===== config.mk =====
export PLATFORM = sky130hd
export DESIGN_NAME = eapr_reset_ctrl
export DESIGN_NICKNAME = d
export VERILOG_FILES = /design/src/eapr_pkg.sv /design/src/eapr_glitch_filter.sv /design/src/eapr_reset_ctrl.sv
export SDC_FILE = /design/constraint.sdc
export NUM_CORES = 1
export LEC_CHECK = 0
export BUFFER_PORTS_ARGS = -buffer_cell sky130_fd_sc_hd__buf_2
export CORE_MARGIN = 1.5
export CORE_UTILIZATION = 43
export DETAILED_ROUTE_END_ITERATION = 7
export PLACE_DENSITY = 0.76
export SLEW_MARGIN = 5
export SYNTH_ARGS = -nofsm -noshare
export SYNTH_HDL_FRONTEND = slang
export SYNTH_HIERARCHICAL = 1
export SYNTH_SLANG_ARGS = --single-unit

===== constraint.sdc =====
create_clock -name clk -period 1.1 [get_ports clk]
set_input_delay 0.11 -clock clk [delete_from_list [all_inputs] [get_ports clk]]
set_output_delay 0.11 -clock clk [all_outputs]
set_load 0.02 [all_outputs]

===== src/eapr_pkg.sv =====
package eapr_pkg;
    // =========================================================
    // timing
    // =========================================================
    localparam int CLK_PERIOD_NS   = 50;
    // least low width accepted as a real pin reset
    localparam int FILT_MIN_NS     = 300;
    localparam int FILT_CYCLES     = (FILT_MIN_NS + CLK_PERIOD_NS - 1) / CLK_PERIOD_NS;
    localparam int FILT_W          = 4;
    localparam logic [FILT_W-1:0] FILT_LAST = FILT_W'(FILT_CYCLES - 1);
    localparam logic [FILT_W-1:0] FILT_ZERO = 4'h0;
    localparam logic [FILT_W-1:0] FILT_ONE  = 4'h1;
    // length of the power-on pulse
    localparam int POR_PULSE_NS    = 200;
    localparam int POR_CYCLES      = POR_PULSE_NS / CLK_PERIOD_NS;
    localparam int POR_W           = 4;
    localparam logic [POR_W-1:0]  POR_LAST  = POR_W'(POR_CYCLES - 1);
    localparam logic [POR_W-1:0]  POR_ZERO  = 4'h0;
    localparam logic [POR_W-1:0]  POR_ONE   = 4'h1;
    // =========================================================
    // flag values
    // =========================================================
    localparam logic POR_FLAG_CLEAR = 1'h0;
    localparam logic POR_FLAG_SET   = 1'h1;
    // power-on sequencer states
    typedef enum logic [1:0] {EAPR_PWR_ACTIVE, EAPR_PWR_DONE} eapr_pwr_e;
endpackage : eapr_pkg


===== src/eapr_glitch_filter.sv =====
`timescale 1ns/1ps
// =========================================================
// pin low-pulse filter
// =========================================================
module eapr_glitch_filter
    import eapr_pkg::*;
(
    input  wire logic clk,
    input  wire logic rst_n,
    input  wire logic pinLow,
    output logic      lowStable
);
    logic [FILT_W-1:0] lowCount;

    // count consecutive low cycles, drop back on any high
    always_ff @(posedge clk) begin
        if (!rst_n) begin
            lowCount <= FILT_ZERO;
        end else if (!pinLow) begin
            lowCount <= FILT_ZERO;
        end else if (lowCount != FILT_LAST) begin
            lowCount <= lowCount + FILT_ONE;
        end
    end

    // assert only once the low held the full window
    always_ff @(posedge clk) begin
        if (!rst_n) begin
            lowStable <= 1'h0;
        end else begin
            lowStable <= pinLow && (lowCount == FILT_LAST);
        end
    end

    AST_SHORT_LOW_REJECTED: assert property (@(posedge clk) disable iff (!rst_n)
        $rose(lowStable) |-> $past(pinLow, 1) && $past(pinLow, 2) && $past(pinLow, 3)
            && $past(pinLow, 4) && $past(pinLow, 5) && $past(pinLow, 6))
        else $error("filter passed a short low pulse");
endmodule : eapr_glitch_filter


===== src/eapr_reset_ctrl.sv =====
`timescale 1ns/1ps
// Contract
// - While the pin reset function is enabled and the pin is held low, the device stays in reset.
// - Short low pulses on the reset pin are filtered out and cause no reset.
// - The device never drives the reset pin, not even for internal or watchdog resets.
// - With the pin reset disabled, the pin is ignored for reset and read as a digital input.
// - A power-on pulse is generated whenever the supply rises past its threshold.
// - Every power-on event clears the power-on flag to 0.
// - The power-on flag keeps its value across every other kind of reset.
// - Only a software write sets the power-on flag back to 1.
// - The pin is a general input only when the pin reset enable is 0.
module eapr_reset_ctrl
    import eapr_pkg::*;
(
    input  wire logic clk,
    input  wire logic rst_n,
    input  wire logic supplyGood,
    input  wire logic externalResetPin,
    output logic      externalResetPinOut,
    output logic      externalResetPinOe_n,
    input  wire logic resetPinEnableCfg,
    input  wire logic otherResetReq,
    input  wire logic watchdogResetReq,
    input  wire logic porFlagWrite,
    input  wire logic porFlagWdata,
    output logic      porFlag,
    output logic      generalInput,
    output logic      pinResetActive,
    output logic      powerOnPulse,
    output logic      resetRequest
);
    // =========================================================
    // pin: input only
    // =========================================================
    // output tied low and never enabled, even for internal resets
    assign externalResetPinOut  = 1'h0;
    assign externalResetPinOe_n = 1'h1;

    // gated pin level and its filtered copy
    logic pinLowGated;
    logic pinFiltered;

    // pin reset path only when enabled
    assign pinLowGated = resetPinEnableCfg && !externalResetPin;

    // lows shorter than the filter window never get through
    eapr_glitch_filter u_filter (
        .clk       (clk),
        .rst_n     (rst_n),
        .pinLow    (pinLowGated),
        .lowStable (pinFiltered)
    );

    // held in reset while filtered low lasts
    always_ff @(posedge clk) begin
        if (!rst_n) begin
            pinResetActive <= 1'h0;
        end else begin
            pinResetActive <= pinFiltered && pinLowGated;
        end
    end

    // digital input view of the pin
    always_ff @(posedge clk) begin
        if (!rst_n) begin
            generalInput <= 1'h0;
        end else if (!resetPinEnableCfg) begin
            generalInput <= externalResetPin;
        end else begin
            generalInput <= 1'h0;
        end
    end

    // =========================================================
    // power-on pulse
    // =========================================================
    // pulse state, its cycle count and the supply edge
    eapr_pwr_e         pwrState;
    logic [POR_W-1:0]  porCount;
    logic              supplyPrev;
    logic              supplyRise;

    // supply rise seen against the last sample
    assign supplyRise = supplyGood && !supplyPrev;

    // supply edge detect; supply starts low
    always_ff @(posedge clk) begin
        if (!rst_n) begin
            supplyPrev <= 1'h0;
        end else begin
            supplyPrev <= supplyGood;
        end
    end

    // sequencer: pulse on each rise, held active while supply is low
    always_ff @(posedge clk) begin
        if (!rst_n) begin
            pwrState <= EAPR_PWR_DONE;
            porCount <= POR_ZERO;
        end else if (!supplyGood || supplyRise) begin
            pwrState <= EAPR_PWR_ACTIVE;
            porCount <= POR_ZERO;
        end else begin
            case (pwrState)
                EAPR_PWR_ACTIVE: begin
                    if (porCount == POR_LAST) begin
                        pwrState <= EAPR_PWR_DONE;
                    end else begin
                        porCount <= porCount + POR_ONE;
                    end
                end
                EAPR_PWR_DONE: begin
                    porCount <= POR_ZERO;
                end
                default: begin
                    pwrState <= EAPR_PWR_DONE;
                end
            endcase
        end
    end

    // pulse straight from the state, held while supply is low
    assign powerOnPulse = (pwrState == EAPR_PWR_ACTIVE);

    // =========================================================
    // power-on flag
    // =========================================================
    // power-on clear wins over a software set
    // a write of 0 does nothing; no hardware path sets the flag
    always_ff @(posedge clk) begin
        if (!rst_n) begin
            porFlag <= POR_FLAG_CLEAR;
        end else if (powerOnPulse) begin
            porFlag <= POR_FLAG_CLEAR;
        end else if (porFlagWrite && porFlagWdata) begin
            porFlag <= POR_FLAG_SET;
        end
    end

    // =========================================================
    // combined reset request
    // =========================================================
    // any one source is enough; the pin is never driven back
    assign resetRequest = pinResetActive || powerOnPulse
                        || otherResetReq || watchdogResetReq;

    // =========================================================
    // checks
    // =========================================================
    // pin is an input only
    AST_PIN_NEVER_DRIVEN: assert property (@(posedge clk) disable iff (!rst_n)
        externalResetPinOe_n)
        else $error("reset pin driven");
    AST_PIN_OUT_QUIET: assert property (@(posedge clk) disable iff (!rst_n)
        !externalResetPinOut)
        else $error("reset pin output not low");

    // pin reset path
    AST_PIN_HELD_RESETS: assert property (@(posedge clk) disable iff (!rst_n)
        (resetPinEnableCfg && !externalResetPin) [*7] |=> resetRequest)
        else $error("held low pin gave no reset");
    AST_PIN_HELD_STAYS: assert property (@(posedge clk) disable iff (!rst_n)
        $fell(pinResetActive) |-> !$past(pinLowGated))
        else $error("pin reset dropped while pin held low");
    AST_PIN_NEEDS_FILTER: assert property (@(posedge clk) disable iff (!rst_n)
        $rose(pinResetActive) |-> $past(pinLowGated, 1) && $past(pinLowGated, 2)
            && $past(pinLowGated, 3) && $past(pinLowGated, 4) && $past(pinLowGated, 5)
            && $past(pinLowGated, 6) && $past(pinLowGated, 7))
        else $error("pin reset without a full filtered low");
    AST_PIN_RELEASE_ENDS: assert property (@(posedge clk) disable iff (!rst_n)
        !(resetPinEnableCfg && !externalResetPin) |=> !pinResetActive)
        else $error("pin reset outlived the low");
    AST_DISABLED_PIN_IGNORED: assert property (@(posedge clk) disable iff (!rst_n)
        !resetPinEnableCfg [*3] |-> !pinResetActive)
        else $error("disabled pin caused reset");
    AST_GENERAL_INPUT_GATED: assert property (@(posedge clk) disable iff (!rst_n)
        $past(resetPinEnableCfg) |-> !generalInput)
        else $error("general input live while pin reset on");
    AST_GENERAL_INPUT_FOLLOWS: assert property (@(posedge clk) disable iff (!rst_n)
        $past(rst_n) && !$past(resetPinEnableCfg) |-> generalInput == $past(externalResetPin))
        else $error("general input not following pin");

    // power-on pulse
    AST_POR_PULSE_LENGTH: assert property (@(posedge clk) disable iff (!rst_n)
        $rose(supplyGood) |=> powerOnPulse [*4])
        else $error("power-on pulse too short");
    AST_POR_PULSE_ENDS: assert property (@(posedge clk) disable iff (!rst_n)
        $rose(supplyGood) ##1 supplyGood [*4] |=> !powerOnPulse)
        else $error("power-on pulse too long");
    AST_SUPPLY_LOW_HOLDS: assert property (@(posedge clk) disable iff (!rst_n)
        !supplyGood |=> powerOnPulse)
        else $error("no pulse while supply low");

    // power-on flag
    AST_POR_CLEARS_FLAG: assert property (@(posedge clk) disable iff (!rst_n)
        powerOnPulse |=> !porFlag)
        else $error("power-on did not clear flag");
    AST_FLAG_KEPT: assert property (@(posedge clk) disable iff (!rst_n)
        !powerOnPulse && !(porFlagWrite && porFlagWdata) |=> porFlag == $past(porFlag))
        else $error("flag changed without cause");
    AST_FLAG_SW_SET: assert property (@(posedge clk) disable iff (!rst_n)
        $rose(porFlag) |-> $past(porFlagWrite) && $past(porFlagWdata))
        else $error("flag set by hardware");
    AST_FLAG_SET_ON_WRITE: assert property (@(posedge clk) disable iff (!rst_n)
        porFlagWrite && porFlagWdata && !powerOnPulse |=> porFlag)
        else $error("software set of flag lost");

    // combined request
    AST_REQ_OR: assert property (@(posedge clk) disable iff (!rst_n)
        (pinResetActive || otherResetReq || watchdogResetReq || powerOnPulse)
            |-> resetRequest)
        else $error("reset source not in request");
    AST_REQ_ONLY_SOURCES: assert property (@(posedge clk) disable iff (!rst_n)
        !(pinResetActive || otherResetReq || watchdogResetReq || powerOnPulse)
            |-> !resetRequest)
        else $error("reset request without a source");

    // main scenarios reached
    COV_PIN_RESET: cover property (@(posedge clk) disable iff (!rst_n) $rose(pinResetActive));
    COV_POR: cover property (@(posedge clk) disable iff (!rst_n) $fell(powerOnPulse));
    COV_FLAG_SET: cover property (@(posedge clk) disable iff (!rst_n) $rose(porFlag));
    COV_GPIO: cover property (@(posedge clk) disable iff (!rst_n) $rose(generalInput));
    COV_SET_CLASH: cover property (@(posedge clk) disable iff (!rst_n)
        porFlagWrite && porFlagWdata && powerOnPulse);
endmodule : eapr_reset_ctrl


# --- Word-level counts from Yosys, hierarchy flattened ---
# Index checks and enable logic that the tools add are counted.
word_totals:
  regBits: 15
  wordCells: 47
classes:
  n_addsub: 2
  bitwise: 2
  eq_ne: 8
  n_reduce_logical: 21
  mux: 5
op_table:
  columns: ["operator", "count"]
  rows:
  - ["adder 4 x 1 -> 4 bit (second input constant)", 2]
  - ["case mux 4 bit (2 select lines)", 1]
  - ["AND reduction 2 bit", 4]
  - ["OR reduction 2 bit", 3]
  - ["logical AND 1 bit", 5]
  - ["equality test 4 x 2 -> 1 bit (second input constant)", 1]
  - ["equality test 4 x 3 -> 1 bit (second input constant)", 1]
  - ["logical OR 1 bit", 4]
  - ["two-way mux 4 bit", 1]
  - ["inequality test 2 bit (second input constant)", 2]
  - ["inequality test 4 x 3 -> 1 bit (second input constant)", 1]
  - ["case mux 2 bit (2 select lines)", 1]
  - ["zero test 1 bit", 3]
  - ["inequality test 3 x 1 -> 1 bit (second input constant)", 1]
  - ["equality test 2 x 1 -> 1 bit (second input constant)", 1]
  - ["zero test 2 bit", 1]
  - ["two-way mux 2 bit", 1]
  - ["inequality test 2 x 1 -> 1 bit (second input constant)", 1]
  - ["inverter 1 bit", 2]
  - ["nonzero test 2 bit", 1]
  - ["two-way mux 1 bit", 1]

# --- Depth between registers and ports, before layout ---
depth:
  depth_word: 5
  depth_mapped: 4
  mapped_depth_nobuf: 4

# --- By module ---
# Netlist, hierarchy kept.
by_module_without_submodules:
  columns: ["mod", "instances", "cells_per_inst", "area_each_um2", "seq_area_each_um2"]
  rows:
  - ["eapr_reset_ctrl", 1, 38, 357.8, 180.2]
  - ["eapr_glitch_filter", 1, 23, 240.2, 100.1]

# --- Least setup slack after synthesis ---
# Ideal clock, no wire load.
synth_path:
  path_type: "reg-to-output"
  start: "register pwrState[0]"
  end: "output resetRequest"
  path_stages_with_launch: 3
  setup_slack_ns: -0.064
  n_path_buf: 0
  required_time_ns: 0.990
  t_arrival_ns: 1.054
  path_cell_list: "dfxtp_1 > inv_2 > or4_1"
synth_via:
  elab_chain_len: 4
synth_lines:
  columns: ["item", "line_no", "rtl"]
  rows:
  - ["from (decl)", "eapr_reset_ctrl.sv:78", "eapr_pwr_e pwrState;"]
  - ["from (signal assigned)", "eapr_reset_ctrl.sv:98", "pwrState <= EAPR_PWR_DONE;"]
  - ["from (signal assigned)", "eapr_reset_ctrl.sv:101", "pwrState <= EAPR_PWR_ACTIVE;"]
  - ["from (signal assigned)", "eapr_reset_ctrl.sv:107", "pwrState <= EAPR_PWR_DONE;"]
  - ["zero test 2 bit", "eapr_reset_ctrl.sv:123", "assign powerOnPulse = (pwrState == EAPR_PWR_ACTIVE);"]
  - ["net powerOnPulse", "eapr_reset_ctrl.sv:29", "output logic powerOnPulse,"]
  - ["logical OR 1 bit", "eapr_reset_ctrl.sv:144", "assign resetRequest = pinResetActive || powerOnPulse"]
  - ["logical OR 1 bit (2 in series)", "eapr_reset_ctrl.sv:145", "|| otherResetReq || watchdogResetReq;"]
  - ["to (decl)", "eapr_reset_ctrl.sv:30", "output logic resetRequest"]
# The timed path passes the listed nets, and every way through them passes these cells.

# --- Worst setup path after layout ---
layout_path:
  start: "register pinResetActive"
  end: "output resetRequest"
layout_via:
  elab_chain_len: 3
layout_lines:
  columns: ["item", "line_no", "rtl"]
  rows:
  - ["from (decl)", "eapr_reset_ctrl.sv:28", "output logic pinResetActive,"]
  - ["from (signal assigned)", "eapr_reset_ctrl.sv:59", "pinResetActive <= pinFiltered && pinLowGated;"]
  - ["logical OR 1 bit", "eapr_reset_ctrl.sv:144", null]
  - ["logical OR 1 bit (2 in series)", "eapr_reset_ctrl.sv:145", null]
# Every way passes these cells.

==> results.md <==
* CP Launch Point: pinResetActive
* Mapped Cells at 61
* CTS Buf Count at 3
* Violated checks: setup timing
* PwrDens at 1080 nW/um^2
* Sequential-to-total area share from yosys stat at a little under half
* Hold Crit Start: porFlagWdata
* DRT iter0 DRCs at 3
* Max Clock Skew at 0.00521 ns
* Total number of vias at roughly 500
* Worst r2r src: porCount[1]
* Die footprint at 1620 um^2
* Fin. max-slew vios at 0
* Root buf cell: clkbuf_4
* Area grow syn2layout at 37.9%
* CP required at approximately 0.99 ns
* Antenna viol nets, final at 0
* TNS Setup at -0.245 ns
* Number of port buffers at 13
* Fraction of layout cells with a size suffix above 1 at between 40% and 50%
* Final non-filler cell total at 99
* Endpoints failing hold at 0
* Hold Crit Class: in2reg
* Crit end category: output port
* Largest net degree at the start of global routing at 15
* Max Root-Sink Buffers at 2
* CP Max Fanout at 2
* Io pins at 16
* Vias in the first global route at 454
* Status: finished with violations
* CTS clk-pin slew, worst paths at 0.08 ns
* Final setup violation count at 2
* RSZ-0062 raised after global routing: yes
* Post-DP HPWL at 817 um
* Maxcap violations at 0
* Fmax achieved at 0.757 GHz
* Total power at 0.893 mW
* CP Launch Type: register
* Die W at approximately 40 um
* CTS H-tree depth at 1
* Fin crit share at 120%
* Yosys warning total at 6
* Worst hold stages at 3
* Fin crit period at between 1 and 1.5 ns
* CTS tree: built
* Syn Nets at 73
* Kind of critical path: reg2out
* Gr usage total at 18.7%
* Clk Latency, worst-skew pair at between 0.2 and 0.3 ns
* # diodes at 0
* Core area at 1300 um^2
* WHS at 0.0592 ns
* Drt pass-1 iters at 5
* RePlAce Congestion at 0.630
* Cell variety after synth at 25
* Nets@finish at 98
* Reg2Reg Depth at 4
* Synth Register Bits at 14
* Static Leak at 0.365 nW
* Syn Area/Cell at 9.80 um^2
* Vias per cell at 5.00
* Average wire per standard cell at 11.3 um
* Dpl cells at 96
* Worst VDD drop at ~0.7 mV
* Initial core utilization at 46.0%
* Rows at 13
* CTS sink count at 14
* Final Util at 63.4%
* Post-synth design cell area at about 600 um^2
* Total gr overflow at 0
* Worst EP arrival at 1.21 ns
* Remaining DRCs at 0
* Antenna violations before repair at 0
* First-pass GRT wire length at 1810 um
* Routed wire length at 1110 um
* Die height at roughly 40 um
* Final WS setup at -0.221 ns
## power by group
part | internal [mW] | switching [mW] | leakage [nW] | total [mW]
registers | 0.517 | 0.00562 | 0.116 | 0.522
logic | 0.0485 | 0.0504 | 0.235 | 0.0990
clock network | 0.127 | 0.145 | 0.0138 | 0.272
total | 0.692 | 0.201 | 0.365 | 0.893
## routing by layer
metal | GRT usage, % | up-vias | routed length [um]
li1 | - | 255 | -
met1 | 15.9 | 229 | 454
met2 | 33.1 | 9 | 609
met3 | 8.33 | 2 | 43
met4 | 15.0 | 0 | 8
met5 | 0 | - | 0
## path summary, 6_finish.rpt
check / slack (ns) / to
hold reg to reg: 0.46 / pinResetActive
setup / recovery: -0.22 / resetRequest
setup reg to reg: -0.02 / porCount[1]
hold / removal: 0.06 / porFlag
## flip-flops by register name, summed over array words and instances (netlist names)
register / flops
generalInput: 1
pinResetActive: 1
porCount: 4
porFlag: 1
pwrState: 1
supplyPrev: 1
u_filter/lowCount: 4
u_filter/lowStable: 1
## cells by family (layout without fill, tap and decap cells)
family / count (synthesis) / count (layout) / synth area share [%]
and+or+nand+nor: 27 / 27 / 25.9
AOI/OAI and AO/OA: 4 / 4 / 4.39
DFF: 14 / 14 / 46.9
xor gates and xnor gates: 2 / 2 / 2.93
muxes: 5 / 5 / 8.58
other: 2 / 2 / 1.26
buffers and inverters: 4 / 27 / 3.76
adders and majority gates: 3 / 3 / 6.28
## layout by cell type, fill, tap and decap left out
| cell type | n |
|---|---|
| nor3b_4 | 1 |
| nand3_1 | 5 |
| dlygate4sd3_1 | 1 |
| nor2b_4 | 1 |
| mux2i_1 | 4 |
| buf_2 | 11 |
| dfxtp_1 | 9 |
| and3b_1 | 1 |
| buf_4 | 7 |
| nor2_1 | 6 |
| buf_6 | 2 |
| nand4bb_1 | 1 |
| xor2_1 | 2 |
| nand2_1 | 4 |
| inv_2 | 2 |
| mux2_2 | 1 |
| clkdlybuf4s15_2 | 1 |
| and3_1 | 2 |
| a31oi_1 | 1 |
| ha_4 | 2 |
| ha_1 | 1 |
| a21oi_1 | 1 |
| dfxtp_2 | 5 |
| nand4_1 | 1 |
| clkbuf_4 | 3 |
| o211ai_1 | 2 |
| or4_4 | 1 |
| conb_1 | 2 |
| nand3b_1 | 2 |
| nand2b_1 | 1 |
| and2_1 | 1 |
## worst max-delay path: stages, from the launching register on
cell,delay [ns]
dfxtp_2,0.32
or4_4,0.47
buf_6,0.15
## through the flow
| step | cell area, um^2 | setup slack, ns |
|---|---|---|
| floorplan | 612 | -0.00416 |
| global placement | 748 | -0.0365 |
| detailed placement | 748 | -0.0673 |
| CTS | 800 | -0.261 |
| global route | 825 | -0.265 |
| finish | 825 | -0.221 |
## cell usage after synthesis, drive strengths merged
| cell | number | area share [%] |
|---|---|---|
| buf | 2 | 2.5 |
| inv | 2 | 1.3 |
| nand3 | 5 | 4.2 |
| nand4bb | 1 | 1.9 |
| and2 | 1 | 1.0 |
| a21oi | 1 | 0.84 |
| xor2 | 2 | 2.9 |
| mux2 | 1 | 1.9 |
| o211ai | 2 | 2.5 |
| nand4 | 1 | 1.0 |
| dfxtp | 14 | 47 |
| and3b | 1 | 1.5 |
| a31oi | 1 | 1.0 |
| nand3b | 2 | 2.5 |
| or4 | 1 | 1.3 |
| nor2 | 6 | 3.8 |
| nand2b | 1 | 1.0 |
| nor2b | 1 | 1.0 |
| nor3b | 1 | 2.1 |
| conb | 2 | 1.3 |
| nand2 | 4 | 2.5 |
| ha | 3 | 6.3 |
| and3 | 2 | 2.1 |
| mux2i | 4 | 6.7 |
## cell type report
type | instances | area [um^2]
multi-input cells | 43 | 338
flip-flops and latches | 14 | 287
fillers | 119 | 477
clock buffers | 3 | 22.5
inverters | 2 | 7.51
repair buffers | 22 | 151
well taps | 15 | 18.8
## repair_timing
| item | CTS | global route |
|---|---|---|
| pin swaps | 2 | 4 |
| hold buffers | 1 | 0 |
| cloned | 0 | 1 |
| gates resized for setup | 5 | 8 |
| setup endpoints to repair | 3 | 5 |
| endpoints found under the hold margin | 1 | 0 |
| buffers inserted | 0 | 0 |
Power figures use the tool's default switching activity.
